--- src/ot_limit_cfg.svh ---
`ifndef OT_LIMIT_CFG_SVH
`define OT_LIMIT_CFG_SVH
// Command codes of the three limit/response registers.
`define CMD_FAULT_LIM   8'h4F
`define CMD_FAULT_ACT   8'h50
`define CMD_WARN_LIM    8'h51
// Reset values (mantissa, degrees C at zero exponent).
`define FAULT_LIM_RST   8'h91
`define WARN_LIM_RST    8'h78
`define RESP_SEL_RST    1'b0
`define RETRY_SEL_RST   1'b1
// Legal ranges.
`define FAULT_LIM_MIN   8'h78
`define FAULT_LIM_MAX   8'hA5
`define WARN_LIM_MIN    8'h64
`define WARN_LIM_MAX    8'h8C
// Derivation of the default warning limit.
`define WARN_OFFSET     8'h19
`define WARN_FLOOR      8'h64
// Latch release hysteresis in degrees.
`define HYST_DEG        8'h14
// Field positions in the fault action byte.
`define ACT_RESP_BIT    7
`define ACT_RETRY_BIT   5
// Retry delay in soft start ramp periods.
`define RETRY_PERIODS   10'h007
// Timing: one millisecond at a 10 ns clock.
`define MS_NS           1000000
`define CLK_NS          10
`define MS_CYCLES       (`MS_NS / `CLK_NS)
`endif

--- src/ot_limit_pkg.sv ---
package ot_limit_pkg;
   typedef logic [7:0] temp_t;
   typedef enum logic [1:0] {
      SEQ_RUN,
      SEQ_HOLD,
      SEQ_COOL,
      SEQ_DELAY
   } seq_state_t;
endpackage

--- src/hyst_flag.sv ---
`timescale 1ns/1ps
`include "ot_limit_cfg.svh"
// ----------------------------------------------------------------
// Latched threshold flag with a fixed release hysteresis.
// ----------------------------------------------------------------
module hyst_flag (
   input  wire logic                 core_clk,
   input  wire logic                 rst_b,
   input  wire ot_limit_pkg::temp_t  temp,
   input  wire ot_limit_pkg::temp_t  limit,
   output logic                      flag_q
);
   import ot_limit_pkg::*;

   // Only a restored fault limit can go below 100; one below 20 makes the subtraction wrap.
   always_ff @(posedge core_clk or negedge rst_b) begin
      if (!rst_b) begin
         flag_q <= 1'b0;
      end else if (temp > limit) begin
         flag_q <= 1'b1;
      end else if (temp <= limit - `HYST_DEG) begin
         flag_q <= 1'b0;
      end
   end
endmodule

--- src/retry_timer.sv ---
`timescale 1ns/1ps
`include "ot_limit_cfg.svh"
// ----------------------------------------------------------------
// Waits seven soft start ramp periods, then pulses done.
// ----------------------------------------------------------------
module retry_timer #(
   parameter int MS_CYC = `MS_CYCLES
) (
   input  wire logic        core_clk,
   input  wire logic        rst_b,
   input  wire logic        start,
   input  wire logic [6:0]  ramp_ms,
   output logic             done
);
   import ot_limit_pkg::*;

   logic [16:0] ms_cnt_q;
   logic [9:0]  ms_left_q;
   logic        busy_q;
   logic [6:0]  ramp_eff;

   // A programmed ramp of zero still takes the fastest ramp of 1 ms.
   assign ramp_eff = (ramp_ms == 7'h00) ? 7'h01 : ramp_ms;
   assign done = busy_q && (ms_left_q == 10'h001) && (ms_cnt_q == 17'(MS_CYC - 1));

   // Millisecond prescaler and period countdown.
   always_ff @(posedge core_clk or negedge rst_b) begin
      if (!rst_b) begin
         busy_q    <= 1'b0;
         ms_cnt_q  <= 17'h00000;
         ms_left_q <= 10'h000;
      end else if (start) begin
         busy_q    <= 1'b1;
         ms_cnt_q  <= 17'h00000;
         ms_left_q <= 10'(`RETRY_PERIODS * ramp_eff);
      end else if (busy_q) begin
         if (ms_cnt_q == 17'(MS_CYC - 1)) begin
            ms_cnt_q  <= 17'h00000;
            ms_left_q <= ms_left_q - 10'h001;
            busy_q    <= (ms_left_q != 10'h001);
         end else begin
            ms_cnt_q <= ms_cnt_q + 17'h00001;
         end
      end
   end
endmodule

--- src/ot_limit_regs.sv ---
`timescale 1ns/1ps
`include "ot_limit_cfg.svh"
module ot_limit_regs #(
   parameter int MS_CYC = `MS_CYCLES
) (
   input  wire logic                 core_clk,
   input  wire logic                 rst_b,
   input  wire logic                 cmd_wr,
   input  wire logic                 cmd_rd,
   input  wire logic [7:0]           cmd_code,
   input  wire logic [15:0]          cmd_wdata,
   output logic [15:0]               rd_data_q,
   output logic                      rd_valid_q,
   input  wire logic                 clear_faults,
   input  wire logic                 limit_check_override,
   input  wire ot_limit_pkg::temp_t  temp_sense,
   input  wire logic                 bandgap_ot_pin,
   input  wire logic                 power_on_cmd,
   input  wire logic [6:0]           soft_start_ramp_time,
   input  wire logic                 save_all_to_nvm,
   input  wire logic                 nvm_restore,
   input  wire ot_limit_pkg::temp_t  nvm_fault_lim,
   input  wire logic                 nvm_resp_sel,
   input  wire logic                 nvm_retry_sel,
   output logic                      nvm_save_q,
   output ot_limit_pkg::temp_t       nvm_fault_lim_q,
   output logic                      nvm_resp_sel_q,
   output logic                      nvm_retry_sel_q,
   output logic                      comm_logic_fault,
   output logic                      invalid_data_flag,
   output logic                      status_byte_overtemp_flag,
   output logic                      status_byte_temp,
   output logic                      temp_fault_flag,
   output logic                      temp_warning_level,
   output logic                      smbalert,
   output logic                      output_enable,
   output logic                      soft_start_q
);
   import ot_limit_pkg::*;

   // ----------------------------------------------------------------
   // Helpers
   // ----------------------------------------------------------------
   function automatic logic in_range(temp_t v, temp_t lo, temp_t hi);
      return (v >= lo) && (v <= hi);
   endfunction

   function automatic temp_t warn_default(temp_t f);
      return (f < `WARN_FLOOR + `WARN_OFFSET) ? `WARN_FLOOR : temp_t'(f - `WARN_OFFSET);
   endfunction

   // ----------------------------------------------------------------
   // Registers
   // ----------------------------------------------------------------
   temp_t       fault_lim_q;
   temp_t       warn_lim_q;
   logic        resp_sel_q;
   logic        retry_sel_q;
   logic        cml_q;
   logic        ivd_q;
   logic        sb_ot_q;
   logic        sb_temp_q;
   logic        tf_q;
   logic        tw_q;
   logic        bg_meta_q;
   logic        bg_q;
   seq_state_t  state_q;
   logic        fault_flag;
   logic        warn_flag;
   logic        timer_done;
   logic        timer_start;
   logic        cooled;
   logic        shut_req;
   logic        wr_fault;
   logic        wr_warn;
   logic        wr_act;
   logic        fault_ok;
   logic        warn_ok;
   logic        act_ok;
   logic        reject;
   logic [2:0]  new_retry;
   temp_t       wr_mant;

   // Only the low byte carries the mantissa; the upper byte is fixed.
   assign wr_mant   = cmd_wdata[7:0];
   assign new_retry = cmd_wdata[5:3];
   assign wr_fault  = cmd_wr && (cmd_code == `CMD_FAULT_LIM);
   assign wr_warn   = cmd_wr && (cmd_code == `CMD_WARN_LIM);
   assign wr_act    = cmd_wr && (cmd_code == `CMD_FAULT_ACT);

   // Consistency is judged against the other limit as it stands now.
   assign fault_ok = in_range(wr_mant, `FAULT_LIM_MIN, `FAULT_LIM_MAX)
                     && (wr_mant > warn_lim_q);
   assign warn_ok  = in_range(wr_mant, `WARN_LIM_MIN, `WARN_LIM_MAX)
                     && (limit_check_override || (wr_mant < fault_lim_q));
   assign act_ok   = (new_retry == 3'b000) || (new_retry == 3'b111);
   assign reject   = (wr_fault && !fault_ok) || (wr_warn && !warn_ok) || (wr_act && !act_ok);

   // ----------------------------------------------------------------
   // Limit and response storage
   // ----------------------------------------------------------------
   // A restore reloads from storage and rebuilds the warning default.
   always_ff @(posedge core_clk or negedge rst_b) begin
      if (!rst_b) begin
         fault_lim_q <= `FAULT_LIM_RST;
         warn_lim_q  <= `WARN_LIM_RST;
         resp_sel_q  <= `RESP_SEL_RST;
         retry_sel_q <= `RETRY_SEL_RST;
      end else if (nvm_restore) begin
         fault_lim_q <= nvm_fault_lim;
         warn_lim_q  <= warn_default(nvm_fault_lim);
         resp_sel_q  <= nvm_resp_sel;
         retry_sel_q <= nvm_retry_sel;
      end else begin
         if (wr_fault && fault_ok) begin
            fault_lim_q <= wr_mant;
         end
         if (wr_warn && warn_ok) begin
            warn_lim_q <= wr_mant;
         end
         if (wr_act && act_ok) begin
            resp_sel_q  <= cmd_wdata[`ACT_RESP_BIT];
            retry_sel_q <= cmd_wdata[`ACT_RETRY_BIT];
         end
      end
   end

   // Save copies only the stored bits; delay bits are implied by bit 5.
   always_ff @(posedge core_clk or negedge rst_b) begin
      if (!rst_b) begin
         nvm_save_q      <= 1'b0;
         nvm_fault_lim_q <= `FAULT_LIM_RST;
         nvm_resp_sel_q  <= `RESP_SEL_RST;
         nvm_retry_sel_q <= `RETRY_SEL_RST;
      end else begin
         nvm_save_q <= save_all_to_nvm;
         if (save_all_to_nvm) begin
            nvm_fault_lim_q <= fault_lim_q;
            nvm_resp_sel_q  <= resp_sel_q;
            nvm_retry_sel_q <= retry_sel_q;
         end
      end
   end

   // Read port; unknown codes read as zero. Bit 6 of the fault action word is always zero.
   always_ff @(posedge core_clk or negedge rst_b) begin
      if (!rst_b) begin
         rd_data_q  <= 16'h0000;
         rd_valid_q <= 1'b0;
      end else begin
         rd_valid_q <= cmd_rd;
         if (cmd_rd) begin
            unique case (cmd_code)
               `CMD_FAULT_LIM: rd_data_q <= {8'h00, fault_lim_q};
               `CMD_WARN_LIM:  rd_data_q <= {8'h00, warn_lim_q};
               `CMD_FAULT_ACT: rd_data_q <= {8'h00, resp_sel_q, 1'b0,
                                             {3{retry_sel_q}}, {3{retry_sel_q}}};
               default:        rd_data_q <= 16'h0000;
            endcase
         end
      end
   end

   // ----------------------------------------------------------------
   // Threshold detection
   // ----------------------------------------------------------------
   hyst_flag u_fault_flag (
      .core_clk (core_clk),
      .rst_b    (rst_b),
      .temp     (temp_sense),
      .limit    (fault_lim_q),
      .flag_q   (fault_flag)
   );

   hyst_flag u_warn_flag (
      .core_clk (core_clk),
      .rst_b    (rst_b),
      .temp     (temp_sense),
      .limit    (warn_lim_q),
      .flag_q   (warn_flag)
   );

   // The bandgap detector is asynchronous to the core clock.
   always_ff @(posedge core_clk or negedge rst_b) begin
      if (!rst_b) begin
         bg_meta_q <= 1'b0;
         bg_q      <= 1'b0;
      end else begin
         bg_meta_q <= bandgap_ot_pin;
         bg_q      <= bg_meta_q;
      end
   end

   // ----------------------------------------------------------------
   // Sticky status bits
   // ----------------------------------------------------------------
   // Set wins over clear, so a persisting condition reasserts at once.
   always_ff @(posedge core_clk or negedge rst_b) begin
      if (!rst_b) begin
         cml_q     <= 1'b0;
         ivd_q     <= 1'b0;
         sb_ot_q   <= 1'b0;
         sb_temp_q <= 1'b0;
         tf_q      <= 1'b0;
         tw_q      <= 1'b0;
      end else begin
         cml_q     <= reject || (cml_q && !clear_faults);
         ivd_q     <= reject || (ivd_q && !clear_faults);
         sb_ot_q   <= fault_flag || (sb_ot_q && !clear_faults);
         tf_q      <= fault_flag || (tf_q && !clear_faults);
         sb_temp_q <= warn_flag || fault_flag || (sb_temp_q && !clear_faults);
         tw_q      <= warn_flag || (tw_q && !clear_faults);
      end
   end

   assign comm_logic_fault          = cml_q;
   assign invalid_data_flag         = ivd_q;
   assign status_byte_overtemp_flag = sb_ot_q;
   assign status_byte_temp          = sb_temp_q;
   assign temp_fault_flag           = tf_q;
   assign temp_warning_level        = tw_q;
   assign smbalert = cml_q || ivd_q || sb_ot_q || tf_q || sb_temp_q || tw_q;

   // ----------------------------------------------------------------
   // Shutdown and retry sequencer
   // ----------------------------------------------------------------
   // Ignore mode keeps running; the bandgap detector can never be ignored.
   assign shut_req    = (fault_flag && resp_sel_q) || bg_q;
   assign cooled      = !fault_flag && !bg_q;
   assign timer_start = (state_q == SEQ_COOL) && cooled;

   always_ff @(posedge core_clk or negedge rst_b) begin
      if (!rst_b) begin
         state_q      <= SEQ_RUN;
         soft_start_q <= 1'b0;
      end else begin
         soft_start_q <= 1'b0;
         unique case (state_q)
            SEQ_RUN: begin
               if (shut_req) begin
                  state_q <= retry_sel_q ? SEQ_COOL : SEQ_HOLD;
               end
            end
            SEQ_HOLD: begin
               if (clear_faults && cooled) begin
                  state_q      <= SEQ_RUN;
                  soft_start_q <= 1'b1;
               end
            end
            SEQ_COOL: begin
               if (cooled) begin
                  state_q <= SEQ_DELAY;
               end
            end
            SEQ_DELAY: begin
               if (shut_req) begin
                  state_q <= SEQ_COOL;
               end else if (timer_done) begin
                  state_q      <= SEQ_RUN;
                  soft_start_q <= 1'b1;
               end
            end
         endcase
      end
   end

   retry_timer #(
      .MS_CYC (MS_CYC)
   ) u_retry_timer (
      .core_clk (core_clk),
      .rst_b    (rst_b),
      .start    (timer_start),
      .ramp_ms  (soft_start_ramp_time),
      .done     (timer_done)
   );

   assign output_enable = power_on_cmd && (state_q == SEQ_RUN);
endmodule

--- config.mk ---
export PLATFORM = sky130hd
export DESIGN_NAME = ot_limit_regs
export DESIGN_NICKNAME = d
export VERILOG_FILES = /design/src/ot_limit_pkg.sv /design/src/hyst_flag.sv /design/src/retry_timer.sv /design/src/ot_limit_regs.sv
export VERILOG_INCLUDE_DIRS = /design/src
export SDC_FILE = /design/constraint.sdc
export NUM_CORES = 1
export LEC_CHECK = 0
export BUFFER_PORTS_ARGS = -buffer_cell sky130_fd_sc_hd__buf_2
export CORE_ASPECT_RATIO = 2
export CORE_MARGIN = 8
export CORE_UTILIZATION = 62
export DETAILED_ROUTE_END_ITERATION = 16
export PLACE_DENSITY = 0.87
export SLEW_MARGIN = 5
export SYNTH_ARGS = -nofsm -noshare
export SYNTH_HDL_FRONTEND = slang
export SYNTH_SLANG_ARGS = --single-unit
export TNS_END_PERCENT = 20
--- constraint.sdc ---
create_clock -name core_clk -period 6.8 [get_ports core_clk]
set_input_delay 0.34 -clock core_clk [delete_from_list [all_inputs] [get_ports core_clk]]
set_output_delay 0.34 -clock core_clk [all_outputs]
set_load 0.02 [all_outputs]
Yosys cells after proc, flatten, opt, wreduce, memory -nomap -nowiden. Index checks and enable logic that the tools add are counted.

Register bits: 87. Input bits: 59. Word-level logic and storage cells: 152.

Add/sub/neg operators: 5. Multiply operators: 1. Magnitude comparators: 11. Equality and inequality tests: 14. Muxes and demuxes: 35. Reduce and logical (&&, ||, !) cells: 61.

Operators by type and width (number): $mux 17 (3); $mux 8 (5); $mux 10 (3); $logic_and 1x1->1 (26); $eq 8x7->1 const B (3); $gt 8x8->1 (3); $pmux 8 s3 (1); $sub 8x5->8 const B (3); $add 17x1->17 const B (1); $eq 17x17->1 const B (1); $logic_or 1x1->1 (17); $ge 8x7->1 const B (2); $le 8x8->1 (2); $le 8x8->1 const B (2); $mux 1 (14); $reduce_bool 2->1 (7); $mux 2 (6); $eq 10x1->1 const B (1); $mul 3x7->10 const A (1); $ne 10x1->1 const B (1); $sub 10x1->10 const B (1); $lt 8x7->1 const B (1); $lt 8x8->1 (1); $pmux 2 s4 (1); other kinds (13) (21).

Logic depth before layout (Yosys ltp).
Word-level depth: 8. Depth in mapped cells: 14.

By module. Synthesis repeated with hierarchy kept, for this count alone.

Cells, all modules: 655. Area, all modules: 5909.4 µm².

By module, submodules not included: ot_limit_regs (times used 1, cells each 316, area an instance 3010.4 µm², sequential area each 1241.2 µm²); retry_timer (times used 1, cells each 225, area an instance 2038.2 µm², sequential area each 700.7 µm²); hyst_flag (times used 2, cells each 57, area an instance 430.4 µm², sequential area each 25.0 µm²).

Least setup slack after synthesis. No wires, ideal clock.

Path type: input to register. Start: input port soft_start_ramp_time[1]. End: register u_retry_timer.ms_left_q[9]. Setup time: 0.135 ns. Arrival: 2.813 ns. Required time: 6.665 ns. Slack: 3.852 ns. Cell stages on the path: 12. Path buffers: 0. Cell sequence: nor4_1 nand3_1 nand2_1 inv_1 fa_1 ha_1 a21o_1 a21o_1 a211oi_1 nor3_1 o311ai_0 o21ai_1.

Cells in the longest elaborated chain, start to end: 4.

Ends and longest elaborated chain: start, declared (line ot_limit_regs.sv:19) `input wire logic [6:0] soft_start_ramp_time,`; $logic_not 7->1 (line retry_timer.sv:23) `assign ramp_eff = (ramp_ms == 7'h00) ? 7'h01 : ramp_ms;`; $mux 7 * (line retry_timer.sv:23); $mul 3x7->10 (no source line) *; $mux 10 * (line retry_timer.sv:32) `end else if (start) begin`; end signal, assigned (line retry_timer.sv:35) `` ms_left_q <= 10'(`RETRY_PERIODS * ramp_eff); ``; end signal, assigned (line retry_timer.sv:39) `ms_left_q <= ms_left_q - 10'h001;`; end, declared (line retry_timer.sv:18) `logic [9:0] ms_left_q;`.

Mark *: on every way between the ends. The rest lies on a longest branch, timed or not. A chain may end at the register's enable or synchronous reset.

Final worst setup path. Ends and elaborated chain as after synthesis.

==> flow_summary_export.csv <==
group,metric,value,unit
finish,post-route-util,72.0,%
floorplanning,die_width,84.0,um
placed_design,dp_hpwl,12.5,mm
worst_setup_path,slowest_delay,500,ps
global_routing,antenna_found_initial,0,
synth,synth-main-ff-cell,"dfrtp_1",
cts,cts-root-buf,"clkbuf_16",
floorplanning,die_height,152,um
pwr,leakagePower,3.12,nW
placed_design,routabilityCongestion,0.980,
timing,tightest_slew,982,ps
timing,skew,6.53,ps
cts,clockBufferDepth,2,
cts,numClockSinks,79,
synth,synth_cell_types,65,
pwr,p_per_area,252,nW/um2
timing,setup_viol,0,
floorplanning,die_area,12800,um2
cts,htreeDepth,3,
synth,ys_seq_elements,79,
drt,postRouteAntennaNets,0,
global_routing,track_usage,25.3,%
cts,post_cts_buffers,0,
synth,async_reset_ff_share,100,%
finish,fillers,691,
cts,cts_tree,"yes",
synth,synthCells,616,
synth,syn_avg_cell_area,9.32,um2
synth,synth_edf_count,0,
drt,num_vias,4967,
finish,area_growth,13.0,%
cts,hold_buffers,0,
timing,finalSetupTns,0,ps
drt,viasPerCell,6.24,
drt,wl_per_cell,20.2,um
timing,final-max-slew-violation-count,0,
global_routing,grt_max_degree,80,
drt,firstDrtPassIters,4,
worst_setup_path,crit_type,"input pin to flop",
synth,seq_area_frac_synth,34.7,%
floorplanning,core_area,9010,um2
worst_setup_path,start_kind,"input pin",
worst_setup_path,crit_chain,"buf_2 -> nor4_1 -> nand3_1 -> nand2_1 -> inv_1 -> fa_1 -> ha_1 -> a21o_1 -> a21o_1 -> a211oi_1 -> nor3_1 -> o311ai_0 -> o21ai_1",
worst_setup_path,end_kind,"flop",
floorplanning,ios,96,
finish,final_nets,811,
worst_setup_path,cp.required,6980,ps
floorplanning,initial_core_util,63.7,%
synth,synth_warnings,0,
worst_setup_path,cpMostUsedCell,"a21o_1",
timing,fin_crit_sh,46.7,%
worst_setup_path,cp_slowest_cell,"fa_1",
timing,period_needed,3170,ps
timing,final_hold_viol_count,0,
finish,diodes,0,
cts,clk_latency,340,ps
finish,layout-drive-gt1-share,20.3,%
job,maxCapViolations,0,
worst_hold_path,min-delay-path-class,"input pin to flop",
cts,cts_made_buffers,9,
run_status,status,"finished, final reports clean",
global_routing,grt_overflow_total,0,
timing,timing.fmax,315,MHz
drt,wirelength,16.0,mm
synth,netlist_area,5740,um2
timing,slew-limit-headroom,34.6,%
cts,clkSlewWorstSetupHoldPaths,60,ps
worst_setup_path,critical_path_arrival,3360,ps
timing,rsz0062_at_grt,"false",
pwr,irDropWorstVdd,0.270,mV
global_routing,grt_pass1_wl,26.1,mm
drt,drt_iter0_drc,328,
cts,cts_resized,0,
global_routing,grt_pass1_vias,5473,
floorplanning,num_rows,49,
placed_design,io_buffers,79,
worst_setup_path,path_max_fanout,4,
drt,drc,0,
==> sequential cells by signal (all words and copies together), names as in the netlist, 2 cells and up <==
name / cells
u_retry_timer.ms_cnt_q: 17
state_q: 2
u_retry_timer.ms_left_q: 10
nvm_fault_lim_q: 8
rd_data_q: 8
fault_lim_q: 8
warn_lim_q: 8
==> placed cells by master (no fill, tap or decap), drive strengths merged, types with 3 or more instances in the layout <==
| master | n |
|---|---|
| buf | 79 |
| dfrtp | 67 |
| ha | 57 |
| inv | 50 |
| nor2 | 49 |
| a21oi | 43 |
| nand2 | 40 |
| o21ai | 36 |
| nand3 | 24 |
| mux2 | 23 |
| xor2 | 18 |
| xnor2 | 17 |
| a21o | 15 |
| mux2i | 14 |
| dfstp | 12 |
| nand4 | 11 |
| nor3 | 10 |
| clkbuf | 10 |
| nand2b | 8 |
| conb | 8 |
| o22ai | 7 |
| o21a | 7 |
| nand4b | 6 |
| fa | 6 |
| nor4 | 6 |
| a31oi | 5 |
| and2 | 4 |
| a211oi | 4 |
| o311ai | 4 |
| or3 | 4 |
| nor3b | 4 |
| and3 | 3 |
| nor2b | 3 |
| o211ai | 3 |
| and3b | 3 |
| nor4b | 3 |
==> per-layer routing <==
metal	global-route usage, %	wire length, um	vias to the layer above
met5	0	0	-
met4	18.2	1110	0
met3	5.62	755	67
met2	47.4	8980	180
met1	22.4	5200	2398
li1	-	-	2322
==> logic make-up after synthesis <==
logic type               Yosys count  share of synthesized area [%]
AO/OA/AOI/OAI                    140                           15.3
XOR/XNOR                          35                           5.34
adder cells (fa/ha/maj)           63                           14.5
buffers and inverters             74                           5.38
flip-flops                        79                           34.7
multiplexers                      37                           6.95
other                              1                         0.0653
AND/OR/NAND/NOR                  187                           17.7
==> per-stage QoR <==
stage	area [um2]	hold slack, ps	power, mW	std cells	setup slack [ps]
final	6490	103	1.63	796	3630
after CTS	6490	95.8	1.63	796	3600
after global routing	6490	98.8	1.72	796	3450
after detailed placement	6170	374	1.12	780	3260
after global placement	6170	351	1.09	780	3500
after floorplan	5770	44.4	0.962	623	3850
==> worst paths after layout <==
check	startpoint	end	slack, ps	cells after the start
worst min register to register	bg_meta_q	bg_q	380	0
worst max-delay path	soft_start_ramp_time[1]	u_retry_timer.ms_left_q[9]	3630	13
min in group asynchronous	rst_b	u_retry_timer.ms_cnt_q[7]	160	1
max in group asynchronous	rst_b	nvm_save_q	6000	1
worst max register to register	warn_lim_q[6]	fault_lim_q[2]	3960	8
worst min-delay path	bandgap_ot_pin	bg_meta_q	100	1
==> cell usage after synthesis, drive strengths merged, types with 15 or more instances <==
cell type  instances  area, um2
dfrtp             67       1680
nor2              49        184
xor2              18        158
o21ai             36        180
nand3             24        120
a21oi             43        215
mux2              23        259
xnor2             17        149
inv               50        188
ha                57        713
a21o              15        113
nand2             40        150
==> where the power goes <==
part | leakage, nW | switching, mW | internal, mW | total (mW)
Combinational | 2.03 | 0.271 | 0.202 | 0.473
Clock | 0.148 | 0.188 | 0.320 | 0.508
Sequential | 0.949 | 0.0951 | 0.556 | 0.651
==> worst max-delay path: cells and delay by family <==
kind | cells | cell delay, ps
AND/OR/NAND/NOR | 4 | 790
buffers and inverters | 2 | 200
AO/OA/AOI/OAI | 5 | 1210
adder cells (fa/ha/maj) | 2 | 810
==> final cells by class <==
cell class                 instances  area [um2]  area share, %
tap                              102         128           1.97
sequential                        79        1990           30.7
multi-input combinational        470        3470           53.5
inverter                          50         188           2.89
clock inverter                     6        85.1           1.31
clock buffer                      10         229           3.53
timing repair buffer              79         398           6.13
(Power assumes the default switching activity.)
